<file path="config.mk">
export PLATFORM = sky130hd
export DESIGN_NAME = supply_bias_ctrl
export DESIGN_NICKNAME = d
export VERILOG_FILES = /design/src/design/supply_bias_pkg.sv /design/src/design/pin_mux.sv /design/src/design/pump_guard.sv /design/src/design/supply_bias_ctrl.sv
export SDC_FILE = /design/constraint.sdc
export NUM_CORES = 1
export LEC_CHECK = 0
export ABC_AREA = 1
export BUFFER_PORTS_ARGS = -buffer_cell sky130_fd_sc_hd__buf_2
export CORE_UTILIZATION = 50
export DETAILED_ROUTE_END_ITERATION = 16
export PLACE_DENSITY_LB_ADDON = 0.08
export SETUP_SLACK_MARGIN = 0.2
export SYNTH_ARGS = -nofsm -noshare
export SYNTH_HDL_FRONTEND = slang
export SYNTH_SLANG_ARGS = --single-unit
</file>
<file path="constraint.sdc">
create_clock -name core_clk -period 1.9 [get_ports core_clk]
set_clock_uncertainty 0.05 [all_clocks]
set_input_delay 0.38 -clock core_clk [delete_from_list [all_inputs] [get_ports core_clk]]
set_output_delay 0.38 -clock core_clk [all_outputs]
set_load 0.02 [all_outputs]
</file>
<file path="src/design/supply_bias_pkg.sv">
// Package: register map, field layout and widths of the supply and bias control block
package supply_bias_pkg;
  localparam int         AddrW          = 12;
  localparam logic [11:0] OffCtrl        = 12'h000;
  localparam logic [11:0] OffPump        = 12'h004;
  localparam logic [11:0] OffSegSel      = 12'h008;
  localparam logic [11:0] OffStatus      = 12'h00C;
  // Control register fields
  localparam int         CtrlModuleOnBit = 0;
  localparam int         CtrlExtSupBit   = 1;
  localparam int         CtrlPumpEnBit   = 2;
  localparam int         CtrlBiasOutBit  = 3;
  localparam int         CtrlExtBiasBit  = 4;
  localparam int         CtrlLowExtBit   = 5;
  localparam int         CtrlHalfBiasBit = 6;
  localparam int         CtrlCapIeBit    = 7;
  localparam int         CtrlMuxLsb      = 8;
  localparam int         CtrlLevelLsb    = 12;
  localparam int         CtrlRefLsb      = 16;
  localparam int         CtrlPumpRefLsb  = 18;
  localparam int         MuxW            = 2;
  localparam int         LevelW          = 4;
  localparam int         RefW            = 2;
  localparam int         SuspendW        = 4;
  localparam int         SegW            = 32;
  localparam logic [1:0] MuxStatic       = 2'h0;
  localparam logic [1:0] Mux2            = 2'h1;
  localparam logic [1:0] Mux3            = 2'h2;
  localparam logic [1:0] Mux4            = 2'h3;
  localparam logic [1:0] PumpRefExt      = 2'h1;
  localparam logic [31:0] ResetWord      = 32'h0000_0000;
  // Lowest segment index that doubles as common lines 1 to 3
  localparam int         ComSegLsb       = 1;
  // Status fields
  localparam int         StatCapFlagBit  = 0;
  localparam int         StatPumpOnBit   = 1;
  localparam int         StatVoltOnBit   = 2;
endpackage

</file>
<file path="src/design/pin_mux.sv">
// Pin function selection for shared segment and common pins
`timescale 1ns/10ps
module pin_mux
(
  input  wire logic [supply_bias_pkg::MuxW-1:0] multiplexMode,
  input  wire logic [supply_bias_pkg::SegW-1:0] segmentPinSelect,
  input  wire logic [supply_bias_pkg::SegW-1:0] sharedMask,
  output logic      [supply_bias_pkg::SegW-1:0] segFunction,
  output logic      [2:0]                       comFunction
);
  import supply_bias_pkg::*;

  // Common lines 1..3 needed by the mux mode
  always_comb
  begin
    comFunction = 3'h0;
    unique case (multiplexMode)
      MuxStatic: comFunction = 3'h0;
      Mux2:      comFunction = 3'h1;
      Mux3:      comFunction = 3'h3;
      Mux4:      comFunction = 3'h7;
    endcase
  end

  // Dedicated pins always segment; shared ones follow select; commons override
  always_comb
  begin
    segFunction = ~sharedMask | (sharedMask & segmentPinSelect);
    segFunction[ComSegLsb +: 3] = segFunction[ComSegLsb +: 3] & ~comFunction;
  end

endmodule // pin_mux

</file>
<file path="src/design/pump_guard.sv">
// Charge pump run decision and the sticky missing-capacitor flag
`timescale 1ns/10ps
module pump_guard
(
  input  wire logic                                core_clk,
  input  wire logic                                resetn,
  input  wire logic                                genEnable,
  input  wire logic                                extSupply,
  input  wire logic                                pumpEnableCfg,
  input  wire logic                                pumpRunEnable,
  input  wire logic [supply_bias_pkg::LevelW-1:0]  pumpVoltageLevel,
  input  wire logic [supply_bias_pkg::SuspendW-1:0] suspendSel,
  input  wire logic [supply_bias_pkg::SuspendW-1:0] suspendPeriod,
  input  wire logic                                capSense,
  input  wire logic                                flagClear,
  output logic                                     pumpOn,
  output logic                                     missingCapFlag
);
  import supply_bias_pkg::*;

  typedef struct packed
  {
    logic capSync1;
    logic capSync2;
    logic flag;
  } state_t;

  state_t stateQ;
  state_t stateD;
  logic   pumpWanted;

  // Pump requested before the capacitor guard
  // run enable and suspend
  assign pumpWanted = genEnable && !extSupply && pumpEnableCfg && pumpRunEnable
                      && (pumpVoltageLevel != '0) && ((suspendSel & suspendPeriod) == '0);

  // Flag set wins over a software clear in the same cycle
  always_comb
  begin
    stateD = stateQ;
    stateD.capSync1 = capSense;
    stateD.capSync2 = stateQ.capSync1;
    if (flagClear)
    begin
      stateD.flag = 1'b0;
    end
    if (pumpWanted && !stateQ.capSync2)
    begin
      stateD.flag = 1'b1;
    end
  end

  always_ff @(posedge core_clk)
  begin
    if (!resetn)
    begin
      stateQ <= '0;
    end
    else
    begin
      stateQ <= stateD;
    end
  end

  assign pumpOn = pumpWanted && stateQ.capSync2 && !stateQ.flag;
  assign missingCapFlag = stateQ.flag;
endmodule // pump_guard

</file>
<file path="src/design/supply_bias_ctrl.sv">
// Top: APB registers and supply, bias and pin-function selection
//
// Local design decisions: the APB interface to the registers and the register addresses.
`timescale 1ns/10ps
module supply_bias_ctrl
(
  input  wire logic                                 core_clk,
  input  wire logic                                 resetn,
  input  wire logic                                 psel,
  input  wire logic                                 penable,
  input  wire logic                                 pwrite,
  input  wire logic [supply_bias_pkg::AddrW-1:0]    paddr,
  input  wire logic [31:0]                          pwdata,
  output logic      [31:0]                          prdata,
  output logic                                      pready,
  output logic                                      pslverr,
  input  wire logic                                 oscDisabled,
  input  wire logic                                 capSense,
  input  wire logic [supply_bias_pkg::SuspendW-1:0] suspendPeriod,
  input  wire logic [supply_bias_pkg::SegW-1:0]     sharedMask,
  output logic                                      supplyFromMain,
  output logic                                      supplyFromPump,
  output logic                                      supplyFromCapPin,
  output logic                                      pumpOn,
  output logic [supply_bias_pkg::LevelW-1:0]        pumpLevelOut,
  output logic                                      pumpRefExternal,
  output logic                                      biasGenOn,
  output logic                                      biasHalf,
  output logic                                      biasPinsOut,
  output logic                                      biasPinsIn,
  output logic                                      lowBiasExternal,
  output logic                                      ladderTopDrive,
  output logic                                      ladderTopInput,
  output logic [supply_bias_pkg::SegW-1:0]          segFunction,
  output logic [2:0]                                comFunction,
  output logic                                      missingCapFlag,
  output logic                                      missingCapIrq
);
  import supply_bias_pkg::*;

  typedef struct packed
  {
    logic        osc1;
    logic        osc2;
    logic [31:0] ctrl;
    logic [SuspendW-1:0] suspendSel;
    logic [SegW-1:0]     segSel;
    logic [31:0] rdata;
  } state_t;

  state_t stateQ;
  state_t stateD;

  logic                displayModuleOn;
  logic                externalSupplySelect;
  logic                pumpEnableCfg;
  logic                biasOutputEnable;
  logic                externalBiasEnable;
  logic                lowBiasExt;
  logic                halfBiasSelect;
  logic                missingCapIrqEnable;
  logic [MuxW-1:0]     multiplexMode;
  logic [LevelW-1:0]   pumpVoltageLevel;
  logic [RefW-1:0]     referenceSelect;
  logic [RefW-1:0]     pumpReferenceSelect;
  logic                genEnable;
  logic                pumpRunEnable;
  logic                access;
  logic                flagClear;
  logic                knownAddr;

  // Field extraction from the control word
  assign displayModuleOn      = stateQ.ctrl[CtrlModuleOnBit];
  assign externalSupplySelect = stateQ.ctrl[CtrlExtSupBit];
  assign pumpEnableCfg        = stateQ.ctrl[CtrlPumpEnBit];
  assign biasOutputEnable     = stateQ.ctrl[CtrlBiasOutBit];
  assign externalBiasEnable   = stateQ.ctrl[CtrlExtBiasBit];
  assign lowBiasExt           = stateQ.ctrl[CtrlLowExtBit];
  assign halfBiasSelect       = stateQ.ctrl[CtrlHalfBiasBit];
  assign missingCapIrqEnable  = stateQ.ctrl[CtrlCapIeBit];
  assign multiplexMode        = stateQ.ctrl[CtrlMuxLsb +: MuxW];
  assign pumpVoltageLevel     = stateQ.ctrl[CtrlLevelLsb +: LevelW];
  assign referenceSelect      = stateQ.ctrl[CtrlRefLsb +: RefW];
  assign pumpReferenceSelect  = stateQ.ctrl[CtrlPumpRefLsb +: RefW];
  assign pumpRunEnable        = pumpEnableCfg;

  // Bus decode; single-cycle answer, no wait states
  assign access    = psel && penable;
  assign knownAddr = (paddr == OffCtrl) || (paddr == OffPump) ||
                     (paddr == OffSegSel) || (paddr == OffStatus);
  assign pready    = 1'b1;
  assign pslverr   = access && !knownAddr;
  assign prdata    = stateQ.rdata;
  // Writing a one to the flag bit of status clears it
  assign flagClear = access && pwrite && (paddr == OffStatus) && pwdata[StatCapFlagBit];

  // Register writes and read data capture
  always_comb
  begin
    stateD = stateQ;
    stateD.osc1 = oscDisabled;
    stateD.osc2 = stateQ.osc1;
    if (psel && !penable && !pwrite)
    begin
      unique case (paddr)
        OffCtrl:   stateD.rdata = stateQ.ctrl;
        OffPump:   stateD.rdata = {{(32-SuspendW){1'b0}}, stateQ.suspendSel};
        OffSegSel: stateD.rdata = stateQ.segSel;
        OffStatus: stateD.rdata = {29'h0000_0000, genEnable, pumpOn, missingCapFlag};
        default:   stateD.rdata = ResetWord;
      endcase
    end
    if (access && pwrite)
    begin
      unique case (paddr)
        OffCtrl:   stateD.ctrl = pwdata;
        OffPump:   stateD.suspendSel = pwdata[SuspendW-1:0];
        OffSegSel: stateD.segSel = pwdata;
        default:   stateD.ctrl = stateQ.ctrl;
      endcase
    end
  end

  always_ff @(posedge core_clk)
  begin
    if (!resetn)
    begin
      stateQ <= '0;
    end
    else
    begin
      stateQ <= stateD;
    end
  end

  // generation gated by clock and enable
  assign genEnable = displayModuleOn && !stateQ.osc2;

  pump_guard u_pump
  (
    .core_clk         (core_clk),
    .resetn           (resetn),
    .genEnable        (genEnable),
    .extSupply        (externalSupplySelect),
    .pumpEnableCfg    (pumpEnableCfg),
    .pumpRunEnable    (pumpRunEnable),
    .pumpVoltageLevel (pumpVoltageLevel),
    .suspendSel       (stateQ.suspendSel),
    .suspendPeriod    (suspendPeriod),
    .capSense         (capSense),
    .flagClear        (flagClear),
    .pumpOn           (pumpOn),
    .missingCapFlag   (missingCapFlag)
  );

  // Peak voltage source selection
  // main supply
  assign supplyFromMain   = !externalSupplySelect && (pumpVoltageLevel == '0)
                            && (referenceSelect == '0);
  assign supplyFromPump   = pumpOn;
  assign supplyFromCapPin = externalSupplySelect;
  assign pumpLevelOut     = pumpVoltageLevel;
  assign pumpRefExternal  = pumpOn && (pumpReferenceSelect == PumpRefExt)
                            && !biasOutputEnable && !externalBiasEnable;

  // Bias network
  // internal divider gating
  assign biasGenOn       = genEnable && !externalBiasEnable && (multiplexMode != MuxStatic);
  assign biasHalf        = halfBiasSelect;
  assign biasPinsOut     = biasOutputEnable && biasGenOn;
  assign biasPinsIn      = externalBiasEnable;
  assign lowBiasExternal = lowBiasExt;
  assign ladderTopDrive  = externalBiasEnable && !externalSupplySelect && genEnable;
  assign ladderTopInput  = externalBiasEnable && externalSupplySelect;

  assign missingCapIrq = missingCapFlag && missingCapIrqEnable;

  pin_mux u_pins
  (
    .multiplexMode    (multiplexMode),
    .segmentPinSelect (stateQ.segSel),
    .sharedMask       (sharedMask),
    .segFunction      (segFunction),
    .comFunction      (comFunction)
  );
endmodule // supply_bias_ctrl

</file>
* Yosys cells after proc, flatten, opt, wreduce, memory -nomap -nowiden
Cells that the tools add are included.
Word-level totals: bits in latches 0, RAM bits 0, flip-flop bits (word level) 105, logic and storage cells 77, input port bits 87, memories kept 0, ROM bits 0, output and inout bits 87
Operators by class: add/subtract/negate cells 0, reduce and logical (&&, ||, !) cells 51, $mul 0, muxes and demuxes 4, magnitude comparators 0, divide/modulo/power cells 0, shift operators 0, equality and inequality tests 7, bitwise operators 6
Operators by type and width (number):
- 32-bit case mux with 4 select lines | 1
- 32-bit AND | 1
- 32-bit NOT | 1
- 32-bit bitwise OR | 1
- 1-bit logical AND | 28
- 12-bit by 4-bit == test with 1-bit output, second input constant | 2
- 12-bit by 3-bit == test with 1-bit output, second input constant | 1
- 12-bit logical NOT | 1
- 3-bit case mux with 4 select lines | 1
- 1-bit logical NOT | 9
- 4-bit logical NOT | 2
- 2-bit AND reduction | 3
- 4-bit AND | 1
- 2-bit by 1-bit == test with 1-bit output, second input constant | 2
- 2-bit == test, second input constant | 2
- 2-bit logical NOT | 2
- 2-bit nonzero test | 2
- 4-bit nonzero test | 1
- 3-bit AND | 1
- 1-bit logical OR | 3
- 3-bit NOT | 1
- 1-bit 2-to-1 mux | 2

* Logic depth before layout (Yosys ltp)
depth after elaboration 12, depth in mapped cells 10, mapped depth without buffers 9

* By module
From an unflattened synthesis, not the netlist that was laid out.
Unflattened totals: cell total of the unflattened synthesis 709, area, all modules 4895.9 µm²
Modules (own cells, without submodules):
- supply_bias_ctrl | cells each 607, seq. area each 2042.0 µm², area each 4444.3 µm², instances 1
- pin_mux | cells each 72, seq. area each 0.0 µm², area each 276.5 µm², instances 1
- pump_guard | cells each 30, seq. area each 60.1 µm², area each 175.2 µm², instances 1

* Worst setup path before layout
OpenSTA, ideal clock, no wires.
kind flip-flop to output port, start register stateQ, in the netlist supplyFromCapPin, end output pumpRefExternal, cell stages (with the launch flop) 6, data required time 1.470 ns, data arrival time 1.278 ns, buffers on the path 0, slack 0.192 ns, cells stage by stage dfxtp_1 > nor2_1 > nand3_1 > nor2_1 > nand2_1 > nor3_1
Between the ends: cells in the longest elaborated chain, start to end 11
Ends and longest elaborated chain:
- start, declared | line supply_bias_ctrl.sv:51 | state_t stateQ;
- start signal, assigned | line supply_bias_ctrl.sv:132 | stateQ <= stateD;
- 1-bit logical NOT | line pump_guard.sv:34 | assign pumpWanted = genEnable && !extSupply && pumpEnableCfg && pumpRunEnable
- 1-bit logical AND (3 in a row) | line pump_guard.sv:34
- 1-bit logical AND (2 in a row) | line pump_guard.sv:35 | && (pumpVoltageLevel != '0) && ((suspendSel & suspendPeriod) == '0);
- 1-bit logical AND (2 in a row) | line pump_guard.sv:65 | assign pumpOn = pumpWanted && stateQ.capSync2 && !stateQ.flag;
- 1-bit logical AND | line supply_bias_ctrl.sv:163 | assign pumpRefExternal = pumpOn && (pumpReferenceSelect == PumpRefExt)
- 1-bit logical AND (2 in a row) | line supply_bias_ctrl.sv:164 | && !biasOutputEnable && !externalBiasEnable;
- end, declared | line supply_bias_ctrl.sv:26 | output logic pumpRefExternal,
No other way between the ends.

* Final worst setup path
start register stateQ[100] (netlist name), end output pumpRefExternal
Between the ends: cells in the longest elaborated chain, start to end 12
Ends and longest elaborated chain:
- 1-bit logical NOT | line supply_bias_ctrl.sv:137 | assign genEnable = displayModuleOn && !stateQ.osc2;
- 1-bit logical AND | line supply_bias_ctrl.sv:137
- 1-bit logical AND (3 in a row) | line pump_guard.sv:34
- 1-bit logical AND (2 in a row) | line pump_guard.sv:35
- 1-bit logical AND (2 in a row) | line pump_guard.sv:65
- 1-bit logical AND | line supply_bias_ctrl.sv:163
- 1-bit logical AND (2 in a row) | line supply_bias_ctrl.sv:164
No other way between the ends.

==> run metrics <==
outcome=finished, final reports clean; count leader, synth=nand2_1; Initial Util=51.52%; dpl cells=871; Crit. End Element=output port; Pwr Total=3.824 mW; Int Pwr=2.854 mW; Synth Register Bits=105; clock buffer depth=2; worst setup margin=0.04520 ns; area of the multi-input gates=2002 um^2; Post-synth top cells=nand2_1 (118), a21oi_1 (105), dfxtp_1 (105); largest net degree at the start of global routing=65; detailed placer's ending HPWL=8665 um; CP peak stage delay=0.33 ns; P_leak=2.533 nW; total core area=9196 um^2; First-pass DRT Iterations=4; Worst EP required=1.47 ns; final instance area=5931 um^2; CP cell instances=inv_2, nand2_4, nor2_4, nand3_4, nor2_4, nand2_2, nor3_2, buf_4; Hold Path Class=in -> reg; Die Width=99.35 um; Num CTS Buffers=9; asr flop ratio synth=0%; initial antenna violation count=0; met3 usage=2.741%; kind of critical path=reg -> out; P per Cell Area=644.8 nW/um^2; Avg Inst Size Synth=7.358 um^2; ANT cells=0; synth-to-layout area growth=25.17%; vias in the first global route=4230; Final period util=97.62%; fin util=64.49%; Routed WL per cell=14.05 um; Register Area=2122 um^2; row count=35; met2 Use GR=43.91%; Top cell by count, worst path=nor2_4; met1 GRT Util=33.05%; post-route ant nets=0; Yosys top cell by area=dfxtp_1; number of synthesized flops with an enable pin=0; CP bufs+invs=2; cell area after synthesis=4738 um^2; Non-Filler Instances=895; fraction of power spent switching nets=25.38%; Worst-path clk slew=0.10 ns; DR iter-0 viols=211; first-pass GRT wire length=19820 um; total negative slack=0 ns; Arrival @ worst endpoint=1.42 ns; Total GRT Usage=25.24%; CP max FO=2; root buf cell=clkbuf_8; MaxCap Viol Count=0; combinational power share=8.7%; Netlist cell types=23; final setup fails=0; Final Hold Vio Count=0; prevailing post-synth register cell=dfxtp_1; fillers=859; Mapped Cells=644; TritonCTS clock tree=done; total wire length=12580 um; DR vias=4590; Final min period=1.855 ns; Peak supply drop=0.0003589 V; Chip Height=99.35 um; Nets=866; count of pins over their slew limit=0; later-pin clock latency in the skew report=0.36 ns; Critical Path Source Type=flop; io pins=174; Psw=0.9704 mW; GP Congestion=0.9086; Yosys top cell area share=44.36%; Yosys warnings=0; area post-placement=5492 um^2; sequential-to-total area share from yosys stat=44.36%; residual DRC count=0; Fmax=0.5391 GHz; Largest delay share family, worst path=simple AND/OR/NAND/NOR gates; top cells by area, synth=dfxtp_1 (44%), a21oi_1 (11%), nand2_1 (9.3%); DP Worst Slack=0.08850 ns; crit path max-delay cell type=dfxtp_2; layout cells sized above 1=33.80%; GRT busiest layer=met2; area of the die=9869 um^2; clock share of power=33.8%; Sequential Power Share=57.5%; vias per cell=5.128; grt ovf=0; Hold WS=0.1461 ns; Port Buffer Count=172; clk sink count=105; RSZ-0062 raised after global routing=true; H-Tree Depth=3; post-synth net total=731
[sequential cells by signal, summed over array words and instances, names as in the netlist, 2 cells and up]
name	cells
multiplexMode	2
prdata	32
pumpLevelOut	4
pumpReferenceSelect	2
referenceSelect	2
stateQ	51
[cell type report]
cell class / count / area share, %
Multi-Input combinational cell: 377 / 33.76
Clock inverter: 5 / 0.6540
Timing Repair Buffer: 198 / 19.51
Clock buffer: 11 / 2.384
Inverter: 88 / 5.570
Sequential cell: 105 / 35.78
Tap cell: 111 / 2.342
[worst register-to-register path, stage by stage (launching register included)]
cell and delay [ns]:
dfxtp_4 0.36, nor2_4 0.12, nand3_4 0.11, nand3_4 0.11
nor2_4 0.04, buf_4 0.12, buf_4 0.13, nand3_1 0.06
nand2_1 0.05, nand2_1 0.06, a21oi_1 0.06
[layer usage]
metal	share of wire, %	vias to the layer above
li1	-	2332
met1	44	2092
met2	49	153
met3	5.5	13
met4	1.3	0
met5	0	-
[power groups by stage]
stage / combinational, mW / sequential (mW) / clock (mW)
after floorplan: 0.155 / 2.25 / 0
after detailed placement: 0.324 / 2.26 / 0
after global routing: 0.368 / 2.20 / 1.40
after global placement: 0.321 / 2.26 / 0
after CTS: 0.327 / 2.20 / 1.32
final: 0.334 / 2.20 / 1.29
[kinds of logic (layout without fill, tap and decap cells)]
family                 count (synthesis)  count (layout)  share of synthesized area [%]
buffers and inverters                162             302                          16.29
other                                  1               1                        0.07914
flip-flops                           105             105                          44.36
AO/OA/AOI/OAI                        206             206                          23.87
AND/OR/NAND/NOR                      170             170                          15.39
[cells in the final DEF (no fill, tap or decap)]
cell type	count
nor2_4	8
dfxtp_1	97
a21oi_2	1
o22ai_1	18
buf_6	5
conb_1	1
clkbuf_1	1
nor4_1	1
o211ai_1	1
o21ai_0	70
clkinv_4	2
o22ai_2	10
nand3_4	2
nand3_2	2
a21oi_1	104
dfxtp_4	4
nand4_1	4
buf_12	5
o21ai_1	1
clkbuf_8	10
nor3_4	2
buf_4	24
o21ai_2	1
nand2_2	5
dfxtp_2	4
nand3_1	14
nand2_4	1
inv_2	4
clkinvlp_4	1
nor2_2	5
nand3b_1	1
nor2_1	7
nor3_2	2
buf_2	164
nand2_1	115
inv_1	84
clkinv_2	1
nor4_4	1
inv_6	1
[path summary, 6_finish.rpt]
check	startpoint	endpoint	slack (ns)	cells after the start
setup / recovery	stateQ[100]$_SDFF_PN0_	pumpRefExternal	0.05	8
hold reg to reg	stateD[100]$_SDFF_PN0_	stateQ[100]$_SDFF_PN0_	0.37	2
setup reg to reg	pumpLevelOut[1]$_SDFFE_PN0P_	prdata[1]$_SDFFE_PN0P_	0.54	10
hold / removal	capSense	u_pump.stateD[1]$_SDFF_PN0_	0.15	3
[what timing repair did]
item | in CTS | in global routing
pin swaps | 3 | 8
endpoints found under the setup margin | 9 | 9
gates cloned | 0 | 0
resized for setup | 27 | 33
hold buffers | 0 | 0
setup buffers | 3 | 5
Note: power is estimated with default switching activity, not from simulation.
